$ cat src/shared_timer_prescaler_pkg.sv
// constants, types and register layout of the shared timer prescaler
////////////////////////////////////////////////////////////////////////////////
// Notes on behaviour
// - both timers share one divider, each with its own clock select field
// - clock select one advances the timer on every system clock cycle
// - divider runs freely, never affected by any clock select value
// - first prescaled count comes 1 to N+1 cycles after enabling
// - a divider reset restarts the period for every attached timer
// - external input sampled every cycle by synchroniser, then edge detected
// - synchroniser flops on rising edge, preceded by stage open while clock high
// - one count pulse per rising edge at select 7, falling at 6
// - pin edge reaches counter 1.5 to 2.5 system cycles later
// - external edges clock the timer directly, never divided
// - while hold bit 7 is one, written reset bits are kept; a kept bit 0 halts both timers
// - writing hold to zero clears both reset bits, timers restart together
// - bit 0 resets the divider and clears itself unless hold is set
// - select: 0 stop, 1..5 divide 1/8/64/256/1024, 6 fall, 7 rise
// - pin transitions count even when the pin is driven as output
package shared_timer_prescaler_pkg;
    localparam int unsigned NUM_TIMERS = 2;
    localparam int unsigned DIV_WIDTH = 10;
    localparam int unsigned IDX_WIDTH = 10;
    localparam int unsigned IDX_LSB = 2;
    // register indices; byte address is four times the index
    localparam logic [IDX_WIDTH-1:0] CTRL_INDEX = 10'h043;
    localparam logic [IDX_WIDTH-1:0] SEL_INDEX = 10'h044;
    localparam logic [IDX_WIDTH-1:0] STAT_INDEX = 10'h045;
    localparam int unsigned HOLD_BIT = 7;
    localparam int unsigned ASYNC_RST_BIT = 1;
    localparam int unsigned SYNC_RST_BIT = 0;
    localparam logic [7:0] CTRL_RESET = 8'h00;
    localparam int unsigned SEL_WIDTH = 3;
    localparam int unsigned SEL_STRIDE = 4;
    localparam int unsigned LVL_LSB = 16;
    localparam int unsigned HTRANS_ACTIVE_BIT = 1;
    localparam logic HRESP_OKAY = 1'b0;
    localparam logic [DIV_WIDTH-1:0] TAP8 = 10'h007;
    localparam logic [DIV_WIDTH-1:0] TAP64 = 10'h03f;
    localparam logic [DIV_WIDTH-1:0] TAP256 = 10'h0ff;
    localparam logic [DIV_WIDTH-1:0] TAP1024 = 10'h3ff;

    typedef enum logic [2:0] {
        CS_STOP = 3'h0,
        CS_DIV1 = 3'h1,
        CS_DIV8 = 3'h2,
        CS_DIV64 = 3'h3,
        CS_DIV256 = 3'h4,
        CS_DIV1024 = 3'h5,
        CS_EXT_FALL = 3'h6,
        CS_EXT_RISE = 3'h7
    } clk_sel_t;

    typedef enum logic [2:0] {
        BUS_IDLE = 3'b001,
        BUS_WRITE = 3'b010,
        BUS_LATE = 3'b100
    } bus_state_t;

    typedef struct packed {
        logic write;
        logic [IDX_WIDTH-1:0] index;
    } bus_req_t;

    typedef struct packed {
        logic hold;
        logic async_rst;
        logic sync_rst;
    } ctrl_t;
endpackage : shared_timer_prescaler_pkg

$ cat src/ext_pin_sync.sv
// external count pin synchroniser and edge detector
`timescale 1ns/1ps
`default_nettype none
module ext_pin_sync (
    input wire logic hclk,
    input wire logic hresetn,
    input wire logic pin,
    output logic level,
    output logic rise,
    output logic fall
);
    import shared_timer_prescaler_pkg::*;

    logic stage_lo;
    logic stage_a;
    logic stage_b;

    ////////////////////////////////////////////////////////////////////////////
    // capture ending high phase
    // a falling-edge flop stands in for the latch open while the clock is high
    always_ff @(negedge hclk or negedge hresetn) begin
        if (!hresetn) begin
            stage_lo <= 1'b0;
        end else begin
            stage_lo <= pin;
        end
    end

    always_ff @(posedge hclk or negedge hresetn) begin
        if (!hresetn) begin
            stage_a <= 1'b0;
            stage_b <= 1'b0;
        end else begin
            stage_a <= stage_lo;
            stage_b <= stage_a;
        end
    end

    assign level = stage_b;
    assign rise = stage_a & ~stage_b;
    assign fall = ~stage_a & stage_b;

    AST_EDGE_EXCLUSIVE: assert property (@(posedge hclk) disable iff (!hresetn)
        !(rise && fall)) else $error("rise and fall detected together");
    AST_RISE_FROM_SAMPLE: assert property (@(posedge hclk) disable iff (!hresetn)
        rise |=> level) else $error("rise not followed by high level");
endmodule : ext_pin_sync
`default_nettype wire

$ cat src/shared_timer_prescaler.sv
// shared prescaler, clock select and control register behind an ahb-lite slave
`timescale 1ns/1ps
`default_nettype none
module shared_timer_prescaler (
    input wire logic hclk,
    input wire logic hresetn,
    input wire logic hsel,
    input wire logic [31:0] haddr,
    input wire logic [1:0] htrans,
    input wire logic hwrite,
    input wire logic [2:0] hsize,
    input wire logic [31:0] hwdata,
    input wire logic hready,
    output logic [31:0] hrdata,
    output logic hreadyout,
    output logic hresp,
    input wire logic [shared_timer_prescaler_pkg::NUM_TIMERS-1:0] external_count_input,
    output logic [shared_timer_prescaler_pkg::NUM_TIMERS-1:0] timer_count_enable,
    output logic async_divider_reset
);
    import shared_timer_prescaler_pkg::*;

    bus_state_t state;
    bus_req_t req;
    ctrl_t ctrl;
    clk_sel_t clock_select_field [NUM_TIMERS];
    logic [DIV_WIDTH-1:0] div_cnt;
    logic [NUM_TIMERS-1:0] lvl;
    logic [NUM_TIMERS-1:0] rise;
    logic [NUM_TIMERS-1:0] fall;
    logic addr_ok;
    logic [IDX_WIDTH-1:0] addr_idx;
    logic wr_ctrl;
    logic wr_sel;
    logic read_now;
    logic late_read;
    logic [31:0] sel_word;
    logic [31:0] stat_word;
    logic [7:0] ctrl_word;

    ////////////////////////////////////////////////////////////////////////////
    // helpers

    // count enable for one timer from its select and the shared divider
    function automatic logic next_enable(input logic [DIV_WIDTH-1:0] cnt,
                                         input clk_sel_t sel,
                                         input logic r,
                                         input logic f);
        logic hit;
        hit = 1'b0;
        unique case (sel)
            CS_STOP: hit = 1'b0;
            CS_DIV1: hit = 1'b1;
            CS_DIV8: hit = ((cnt & TAP8) == TAP8);
            CS_DIV64: hit = ((cnt & TAP64) == TAP64);
            CS_DIV256: hit = ((cnt & TAP256) == TAP256);
            CS_DIV1024: hit = ((cnt & TAP1024) == TAP1024);
            CS_EXT_FALL: hit = f;
            CS_EXT_RISE: hit = r;
        endcase
        return hit;
    endfunction : next_enable

    // read data for one register index; unmapped indices read zero
    function automatic logic [31:0] read_word(input logic [IDX_WIDTH-1:0] idx,
                                              input logic [7:0] c,
                                              input logic [31:0] s,
                                              input logic [31:0] st);
        logic [31:0] w;
        w = 32'h0000_0000;
        if (idx == CTRL_INDEX) begin
            w = {24'h00_0000, c};
        end else if (idx == SEL_INDEX) begin
            w = s;
        end else if (idx == STAT_INDEX) begin
            w = st;
        end
        return w;
    endfunction : read_word

    ////////////////////////////////////////////////////////////////////////////
    // bus decode

    assign addr_ok = hsel & htrans[HTRANS_ACTIVE_BIT] & hready;
    assign addr_idx = haddr[IDX_LSB +: IDX_WIDTH];
    assign wr_ctrl = (state == BUS_WRITE) && (req.index == CTRL_INDEX);
    assign wr_sel = (state == BUS_WRITE) && (req.index == SEL_INDEX);
    // a read right behind a write waits one cycle so it sees the new value
    // only a pipelined master reaches this stall; one that idles between transfers never does
    assign late_read = addr_ok && !hwrite && (state == BUS_WRITE);
    assign read_now = addr_ok && !hwrite && (state != BUS_WRITE);

    always_comb begin
        ctrl_word = CTRL_RESET;
        ctrl_word[HOLD_BIT] = ctrl.hold;
        ctrl_word[ASYNC_RST_BIT] = ctrl.async_rst;
        ctrl_word[SYNC_RST_BIT] = ctrl.sync_rst;
    end

    always_comb begin
        sel_word = 32'h0000_0000;
        stat_word = 32'h0000_0000;
        for (int i = 0; i < NUM_TIMERS; i++) begin
            sel_word[i*SEL_STRIDE +: SEL_WIDTH] = clock_select_field[i];
        end
        stat_word[DIV_WIDTH-1:0] = div_cnt;
        stat_word[LVL_LSB +: NUM_TIMERS] = lvl;
    end

    ////////////////////////////////////////////////////////////////////////////
    // bus state and address phase capture

    always_ff @(posedge hclk or negedge hresetn) begin
        if (!hresetn) begin
            state <= BUS_IDLE;
        end else if (addr_ok && hwrite) begin
            state <= BUS_WRITE;
        end else if (late_read) begin
            state <= BUS_LATE;
        end else begin
            state <= BUS_IDLE;
        end
    end

    always_ff @(posedge hclk or negedge hresetn) begin
        if (!hresetn) begin
            req <= '0;
        end else if (addr_ok) begin
            req <= '{write: hwrite, index: addr_idx};
        end
    end

    always_ff @(posedge hclk or negedge hresetn) begin
        if (!hresetn) begin
            hreadyout <= 1'b1;
        end else begin
            hreadyout <= !late_read;
        end
    end

    always_ff @(posedge hclk or negedge hresetn) begin
        if (!hresetn) begin
            hrdata <= 32'h0000_0000;
        end else if (read_now) begin
            hrdata <= read_word(addr_idx, ctrl_word, sel_word, stat_word);
        end else if (state == BUS_LATE) begin
            hrdata <= read_word(req.index, ctrl_word, sel_word, stat_word);
        end
    end

    // every transfer completes with an okay response
    always_ff @(posedge hclk or negedge hresetn) begin
        if (!hresetn) begin
            hresp <= HRESP_OKAY;
        end else begin
            hresp <= HRESP_OKAY;
        end
    end

    ////////////////////////////////////////////////////////////////////////////
    // control register

    always_ff @(posedge hclk or negedge hresetn) begin
        if (!hresetn) begin
            ctrl.hold <= CTRL_RESET[HOLD_BIT];
            ctrl.async_rst <= CTRL_RESET[ASYNC_RST_BIT];
            ctrl.sync_rst <= CTRL_RESET[SYNC_RST_BIT];
        end else if (wr_ctrl) begin
            ctrl.hold <= hwdata[HOLD_BIT];
            ctrl.async_rst <= hwdata[ASYNC_RST_BIT];
            ctrl.sync_rst <= hwdata[SYNC_RST_BIT];
        end else if (!ctrl.hold) begin
            ctrl.async_rst <= 1'b0;
            ctrl.sync_rst <= 1'b0;
        end
    end
    // hold keeps reset bits
    // the async reset bit only leaves the block for the third timer
    assign async_divider_reset = ctrl.async_rst;

    ////////////////////////////////////////////////////////////////////////////
    // clock select fields

    always_ff @(posedge hclk or negedge hresetn) begin
        if (!hresetn) begin
            for (int i = 0; i < NUM_TIMERS; i++) begin
                clock_select_field[i] <= CS_STOP;
            end
        end else if (wr_sel) begin
            for (int i = 0; i < NUM_TIMERS; i++) begin
                clock_select_field[i] <= clk_sel_t'(hwdata[i*SEL_STRIDE +: SEL_WIDTH]);
            end
        end
    end

    ////////////////////////////////////////////////////////////////////////////
    // shared divider

    always_ff @(posedge hclk or negedge hresetn) begin
        if (!hresetn) begin
            div_cnt <= '0;
        end else if (ctrl.sync_rst) begin
            div_cnt <= '0;
        end else begin
            div_cnt <= div_cnt + 1'b1;
        end
    end

    ////////////////////////////////////////////////////////////////////////////
    // per-timer clock source

    for (genvar t = 0; t < NUM_TIMERS; t++) begin : g_timer
        // pad level, whatever the pin direction
        ext_pin_sync u_sync (
            .hclk(hclk),
            .hresetn(hresetn),
            .pin(external_count_input[t]),
            .level(lvl[t]),
            .rise(rise[t]),
            .fall(fall[t])
        );

        always_ff @(posedge hclk or negedge hresetn) begin
            if (!hresetn) begin
                timer_count_enable[t] <= 1'b0;
            end else if (ctrl.sync_rst) begin
                timer_count_enable[t] <= 1'b0;
            end else begin
                timer_count_enable[t] <= next_enable(div_cnt, clock_select_field[t],
                                                     rise[t], fall[t]);
            end
        end

        AST_STOP_SILENT: assert property (@(posedge hclk) disable iff (!hresetn)
            clock_select_field[t] == CS_STOP |=> !timer_count_enable[t])
            else $error("stopped timer got a count enable");

        AST_DIV1_EVERY: assert property (@(posedge hclk) disable iff (!hresetn)
            (clock_select_field[t] == CS_DIV1) && !ctrl.sync_rst
            |=> timer_count_enable[t])
            else $error("direct clock missed a cycle");

        AST_DIV8_TAP: assert property (@(posedge hclk) disable iff (!hresetn)
            (clock_select_field[t] == CS_DIV8) && !ctrl.sync_rst
            |=> timer_count_enable[t] == ($past(div_cnt[2:0]) == TAP8[2:0]))
            else $error("divide by eight tap wrong");

        AST_DIV8_SPACING: assert property (@(posedge hclk) disable iff (!hresetn)
            (clock_select_field[t] == CS_DIV8) && !ctrl.sync_rst
            && timer_count_enable[t]
            |=> !timer_count_enable[t] [*7])
            else $error("divide by eight enables too close");

        AST_EXT_RISE: assert property (@(posedge hclk) disable iff (!hresetn)
            (clock_select_field[t] == CS_EXT_RISE) && !ctrl.sync_rst
            |=> timer_count_enable[t] == $past(rise[t]))
            else $error("rising edge not passed as one pulse");

        AST_EXT_FALL: assert property (@(posedge hclk) disable iff (!hresetn)
            (clock_select_field[t] == CS_EXT_FALL) && !ctrl.sync_rst
            |=> timer_count_enable[t] == $past(fall[t]))
            else $error("falling edge not passed as one pulse");

        AST_EXT_LATENCY: assert property (@(posedge hclk) disable iff (!hresetn)
            ($past(clock_select_field[t]) == CS_EXT_RISE) && !$past(ctrl.sync_rst)
            && $rose(lvl[t]) |-> timer_count_enable[t])
            else $error("rising pin edge reached the counter late");

        AST_EXT_FALL_LATENCY: assert property (@(posedge hclk) disable iff (!hresetn)
            ($past(clock_select_field[t]) == CS_EXT_FALL) && !$past(ctrl.sync_rst)
            && $fell(lvl[t]) |-> timer_count_enable[t])
            else $error("falling pin edge reached the counter late");

        AST_HALT_ALL: assert property (@(posedge hclk) disable iff (!hresetn)
            ctrl.sync_rst |=> !timer_count_enable[t])
            else $error("count enable while divider reset held");

        AST_DIV64_TAP: assert property (@(posedge hclk) disable iff (!hresetn)
            (clock_select_field[t] == CS_DIV64) && !ctrl.sync_rst
            |=> timer_count_enable[t] == (($past(div_cnt) & TAP64) == TAP64))
            else $error("divide by sixty-four tap wrong");

        AST_DIV256_TAP: assert property (@(posedge hclk) disable iff (!hresetn)
            (clock_select_field[t] == CS_DIV256) && !ctrl.sync_rst
            |=> timer_count_enable[t] == (($past(div_cnt) & TAP256) == TAP256))
            else $error("divide by two hundred fifty-six tap wrong");

        AST_DIV1024_TAP: assert property (@(posedge hclk) disable iff (!hresetn)
            (clock_select_field[t] == CS_DIV1024) && !ctrl.sync_rst
            |=> timer_count_enable[t] == (($past(div_cnt) & TAP1024) == TAP1024))
            else $error("divide by one thousand twenty-four tap wrong");

        AST_SEL_WRITE: assert property (@(posedge hclk) disable iff (!hresetn)
            wr_sel |=> clock_select_field[t] == $past(hwdata[t*SEL_STRIDE +: SEL_WIDTH]))
            else $error("clock select not taken from written word");
    end

    ////////////////////////////////////////////////////////////////////////////
    // shared checks

    AST_FREE_RUN: assert property (@(posedge hclk) disable iff (!hresetn)
        !ctrl.sync_rst |=> div_cnt == $past(div_cnt) + 1'b1)
        else $error("divider did not advance");

    AST_DIV_RESET: assert property (@(posedge hclk) disable iff (!hresetn)
        ctrl.sync_rst |=> div_cnt == '0)
        else $error("divider not restarted by reset bit");

    AST_HOLD_KEEPS: assert property (@(posedge hclk) disable iff (!hresetn)
        ctrl.hold && ctrl.sync_rst && !wr_ctrl |=> ctrl.sync_rst && ctrl.hold)
        else $error("held reset bit was lost");

    AST_AUTO_CLEAR: assert property (@(posedge hclk) disable iff (!hresetn)
        !ctrl.hold && !wr_ctrl |=> !ctrl.sync_rst && !ctrl.async_rst)
        else $error("reset bit not cleared by hardware");

    AST_RELEASE_TOGETHER: assert property (@(posedge hclk) disable iff (!hresetn)
        wr_ctrl && !hwdata[HOLD_BIT] |=> ##1 !ctrl.sync_rst && !ctrl.async_rst)
        else $error("reset bits not released after hold cleared");

    AST_LATE_READ: assert property (@(posedge hclk) disable iff (!hresetn)
        late_read |=> !hreadyout ##1 hreadyout)
        else $error("read after write not stalled exactly one cycle");

    AST_OKAY_ONLY: assert property (@(posedge hclk) disable iff (!hresetn)
        hresp == HRESP_OKAY)
        else $error("slave answered with an error response");

    // a write never stalls, so back to back writes keep full rate
    AST_WRITE_ZERO_WAIT: assert property (@(posedge hclk) disable iff (!hresetn)
        state == BUS_WRITE |-> hreadyout)
        else $error("write data phase was stalled");
endmodule : shared_timer_prescaler
`default_nettype wire

$ cat config.mk
export PLATFORM = sky130hd
export DESIGN_NAME = shared_timer_prescaler
export DESIGN_NICKNAME = d
export VERILOG_FILES = /design/src/shared_timer_prescaler_pkg.sv /design/src/ext_pin_sync.sv /design/src/shared_timer_prescaler.sv
export SDC_FILE = /design/constraint.sdc
export NUM_CORES = 1
export LEC_CHECK = 0
export ABC_AREA = 1
export BUFFER_PORTS_ARGS = -buffer_cell sky130_fd_sc_hd__buf_2
export CAP_MARGIN = 40
export CORE_AREA = 2 2 81 83
export DETAILED_ROUTE_END_ITERATION = 6
export DIE_AREA = 0 0 83 85
export PLACE_DENSITY = 0.79
export SLEW_MARGIN = 25
export SYNTH_ARGS = -nofsm -noshare
export SYNTH_HDL_FRONTEND = slang
export SYNTH_HIERARCHICAL = 1
export SYNTH_SLANG_ARGS = --single-unit
$ cat constraint.sdc
create_clock -name hclk -period 1.55 [get_ports hclk]
set_input_delay 0 -clock hclk [delete_from_list [all_inputs] [get_ports hclk]]
set_output_delay 0 -clock hclk [all_outputs]
set_load 0.02 [all_outputs]
==> summary.txt <==
Routing
  – Routed via count: 2768
  – Via/cell ratio: 5.21
  – Wire length per cell: 14.1 microns
  – Post-route ant nets: 0
  – DRT iter0 DRCs: 266
  – DR DRC count: 0
  – Final wirelength: 7.49 mm
  – DR pass1 iterations: 6

Global routing
  – Gr usage total: 20.6%
  – Grt ovf: 0
  – First-pass GRT wire length: 11.6 mm
  – Initial antenna violation count: 0
  – Via count of the first global-routing pass: 2423
  – Largest net degree at the start of global routing: 44

Logic synthesis
  – Multiplexer area fraction after synthesis: 0.759%
  – Seq/Total Area, Yosys: 44.8%
  – Synth Instances: 382
  – Post-Synth Adder-Cell Area: 0.843%
  – Complex-gate fraction of the synthesized area: 5.10%
  – Post-synth EDFFs: 0
  – Asr flop ratio synth: 100%
  – Synth unique cells: 34
  – Area share of xor/xnor cells in the synthesized design: 0.295%
  – Syn_area_per_cell: 7.77 sq um
  – Post-Synth Simple-Gate Area: 34.3%
  – Synth Register Bits: 53
  – Mapped cell area: 2970 sq um
  – Largest family of logic cells by synthesized area: simple AND/OR/NAND/NOR gates
  – Synth Flop Type: dfrtp_1
  – Yosys Warn Count: 6

STA
  – Unrepaired setup endpoints after global routing: true
  – Final min period: 1.48 ns
  – Max Clock Skew: 0.00718 ns
  – Worst slew pin tran: 0.529 ns
  – Max-slew violations: 0
  – Max Freq: 674 MHz
  – Fin. Hold Viols: 0
  – Worst setup margin: 0.0652 ns
  – Slew margin rel.: 64.7%
  – Final Cycle Share: 95.8%
  – Final Setup Violations: 0

Place
  – # port buffers: 40
  – Hpwl dp: 4.87 mm
  – Routability cong.: 0.921
  – Worst slack, placed: 0.0116 ns
  – DP Area: 3180 sq um

Cells and area
  – Most frequent cells in the layout: nand2_1 (86), dfrtp_1 (48), buf_2 (40)
  – Post-route cell area: 3650 sq um
  – Fin nets: 531
  – Fraction of layout cells with a size suffix above 1: 22.7%
  – Area delta synth->final: 23.1%
  – ANT cells: 0
  – Leading cell type in the layout, fill and taps excluded: nand2_1
  – Util after Layout: 58.9%

Flow run
  – Max-Cap Viols: 0

Die
  – Die height: 85 microns
  – Die ar.: 7060 sq um
  – Row cnt: 29
  – I/O pin count: 113
  – Initial Utilization: 47.9%
  – Die W: 83 microns
  – Core area: 6200 sq um

Worst setup path
  – Critical path capture point type: flop
  – FF-to-FF path depth: 7
  – CP Data Required Time: 1.75 ns
  – Worst Path Max Fanout: 6
  – Critical path's slowest cell: dfrtp_1
  – CP peak stage delay: 0.40 ns
  – Type of origin of the critical path: flop
  – CP arrival: 1.68 ns
  – Internal reg-to-reg setup slack: 0.07 ns
  – Reg2Reg Capture Point: clock_select_field[3]
  – RR Startpoint: req[5]
  – Critical-path cell list: nor2_2 > nand2_4 > nor3_4 > buf_6 > nand4_4 > nand2_1 > o21ai_1
  – Crit path from: req[5]
  – Critical path class: flop to flop

Min path
  – Hold Path Depth: 3
  – Hold Crit Start: haddr[3]
  – Hold Path Sink: req[1]
  – Hold Crit Class: input pin to flop

CTS
  – Clock slew at reported path FFs: 0.09 ns
  – Clock Tree Buf Depth: 2
  – Root Buffer: clkbuf_8
  – Clock Latency Late Sink: 0.30 ns
  – CTS tree: built
  – Clock sink total: 53
  – Total CTS buffers: 5
  – H-Tree Depth: 2

Power
  – Pleak: 1.90 nW
  – Pwr Density: 813 nW/um^2
  – Peak VDD IR: 486 uV

Outcome
  – Status: finished clean
how the worst max path moves through the flow:
stage	end	slack, ns	depth (start not counted)
3_3_place_gp	clock_select_field[0]	0.04	6
6_report	clock_select_field[3]	0.07	7
4_1_cts	hrdata[4]	0.02	9
3_5_place_dp	clock_select_field[0]	0.01	6
2_1_floorplan	hrdata[16]	0.14	8
5_1_grt	hrdata[6]	-0.03	9
report_power, final:
| part | internal (W) | switching (W) |
|---|---|---|
| Clock | 0.000527 | 0.000432 |
| Sequential | 0.00145 | 0.0000679 |
| Combinational | 0.000169 | 0.000327 |
metal layers:
metal	vias to the layer above	share of wire, %	global-route usage (%)
met5	-	0	0
met4	0	2.1	7.60
met3	17	7.3	4.09
met2	109	47	32.4
met1	1282	43	28.6
li1	1360	-	-
synthesized netlist by cell type, drive strengths merged, types with 4 or more instances:
cell    instances  area share (%)
nand3          34             5.9
nor3           12             2.9
nand2          91              12
dfrtp          49              41
a21oi           8             1.5
inv            47             6.0
buf            29             7.2
nand4          37             8.0
nor2           42             5.7
clkbuf          4            0.51
o21ai          15             2.5
metrics by stage:
step	instances	total power [W]	hold slack, ns	setup TNS, ns
after detailed placement	495	0.00189	-0.105	0
after global placement	495	0.00188	-0.107	0
after CTS	521	0.00290	0.0248	0
final	531	0.00297	0.0303	0
after global routing	531	0.00309	0.0501	-0.0380
after floorplan	402	0.00180	-0.296	0
what timing repair did:
item	CTS	global route
cloned	0	2
resized for setup	1	27
buffers inserted	0	8
pin swaps	0	5
endpoints found under the setup margin	1	25
hold buffers	18	0
hold endpoints to repair	27	0
flip-flops by register name (all words and copies together) (netlist names):
name,cells
hrdata,12
clock_select_field,6
state,3
async_divider_reset,1
req,10
g_timer.u_sync/stage_a,2
ctrl,2
timer_count_enable,2
g_timer.u_sync/stage_lo,2
div_cnt,10
g_timer.u_sync/level,2
hreadyout,1
critical path: cells and delay by family (launching register included):
family | cells | cell delay (ns)
AOI/OAI and AO/OA | 1 | 0.06
buffers and inverters | 1 | 0.16
DFF | 1 | 0.40
and+or+nand+nor | 5 | 0.76
logic make-up (layout without fill, tap and decap cells):
logic type               after synthesis  count (layout)
XOR/XNOR                               1               1
adder cells (fa/ha/maj)                2               2
buffers and inverters                 80             131
flip-flops                            53              53
multiplexers                           2               2
AO/OA/AOI/OAI                         27              27
other                                  1              21
AND/OR/NAND/NOR                      216             217
area by class of cell:
class                   count  area (sq um)
repair inverters            1          5.00
well taps                  77          96.3
clock inverters             1          30.0
multi-input cells         270          1410
inverters                  47           189
clock buffers               7          86.3
flip-flops and latches     53          1330
repair buffers             75           512
fillers                   551          2550
No activity file was read; power rests on OpenSTA's default activity.
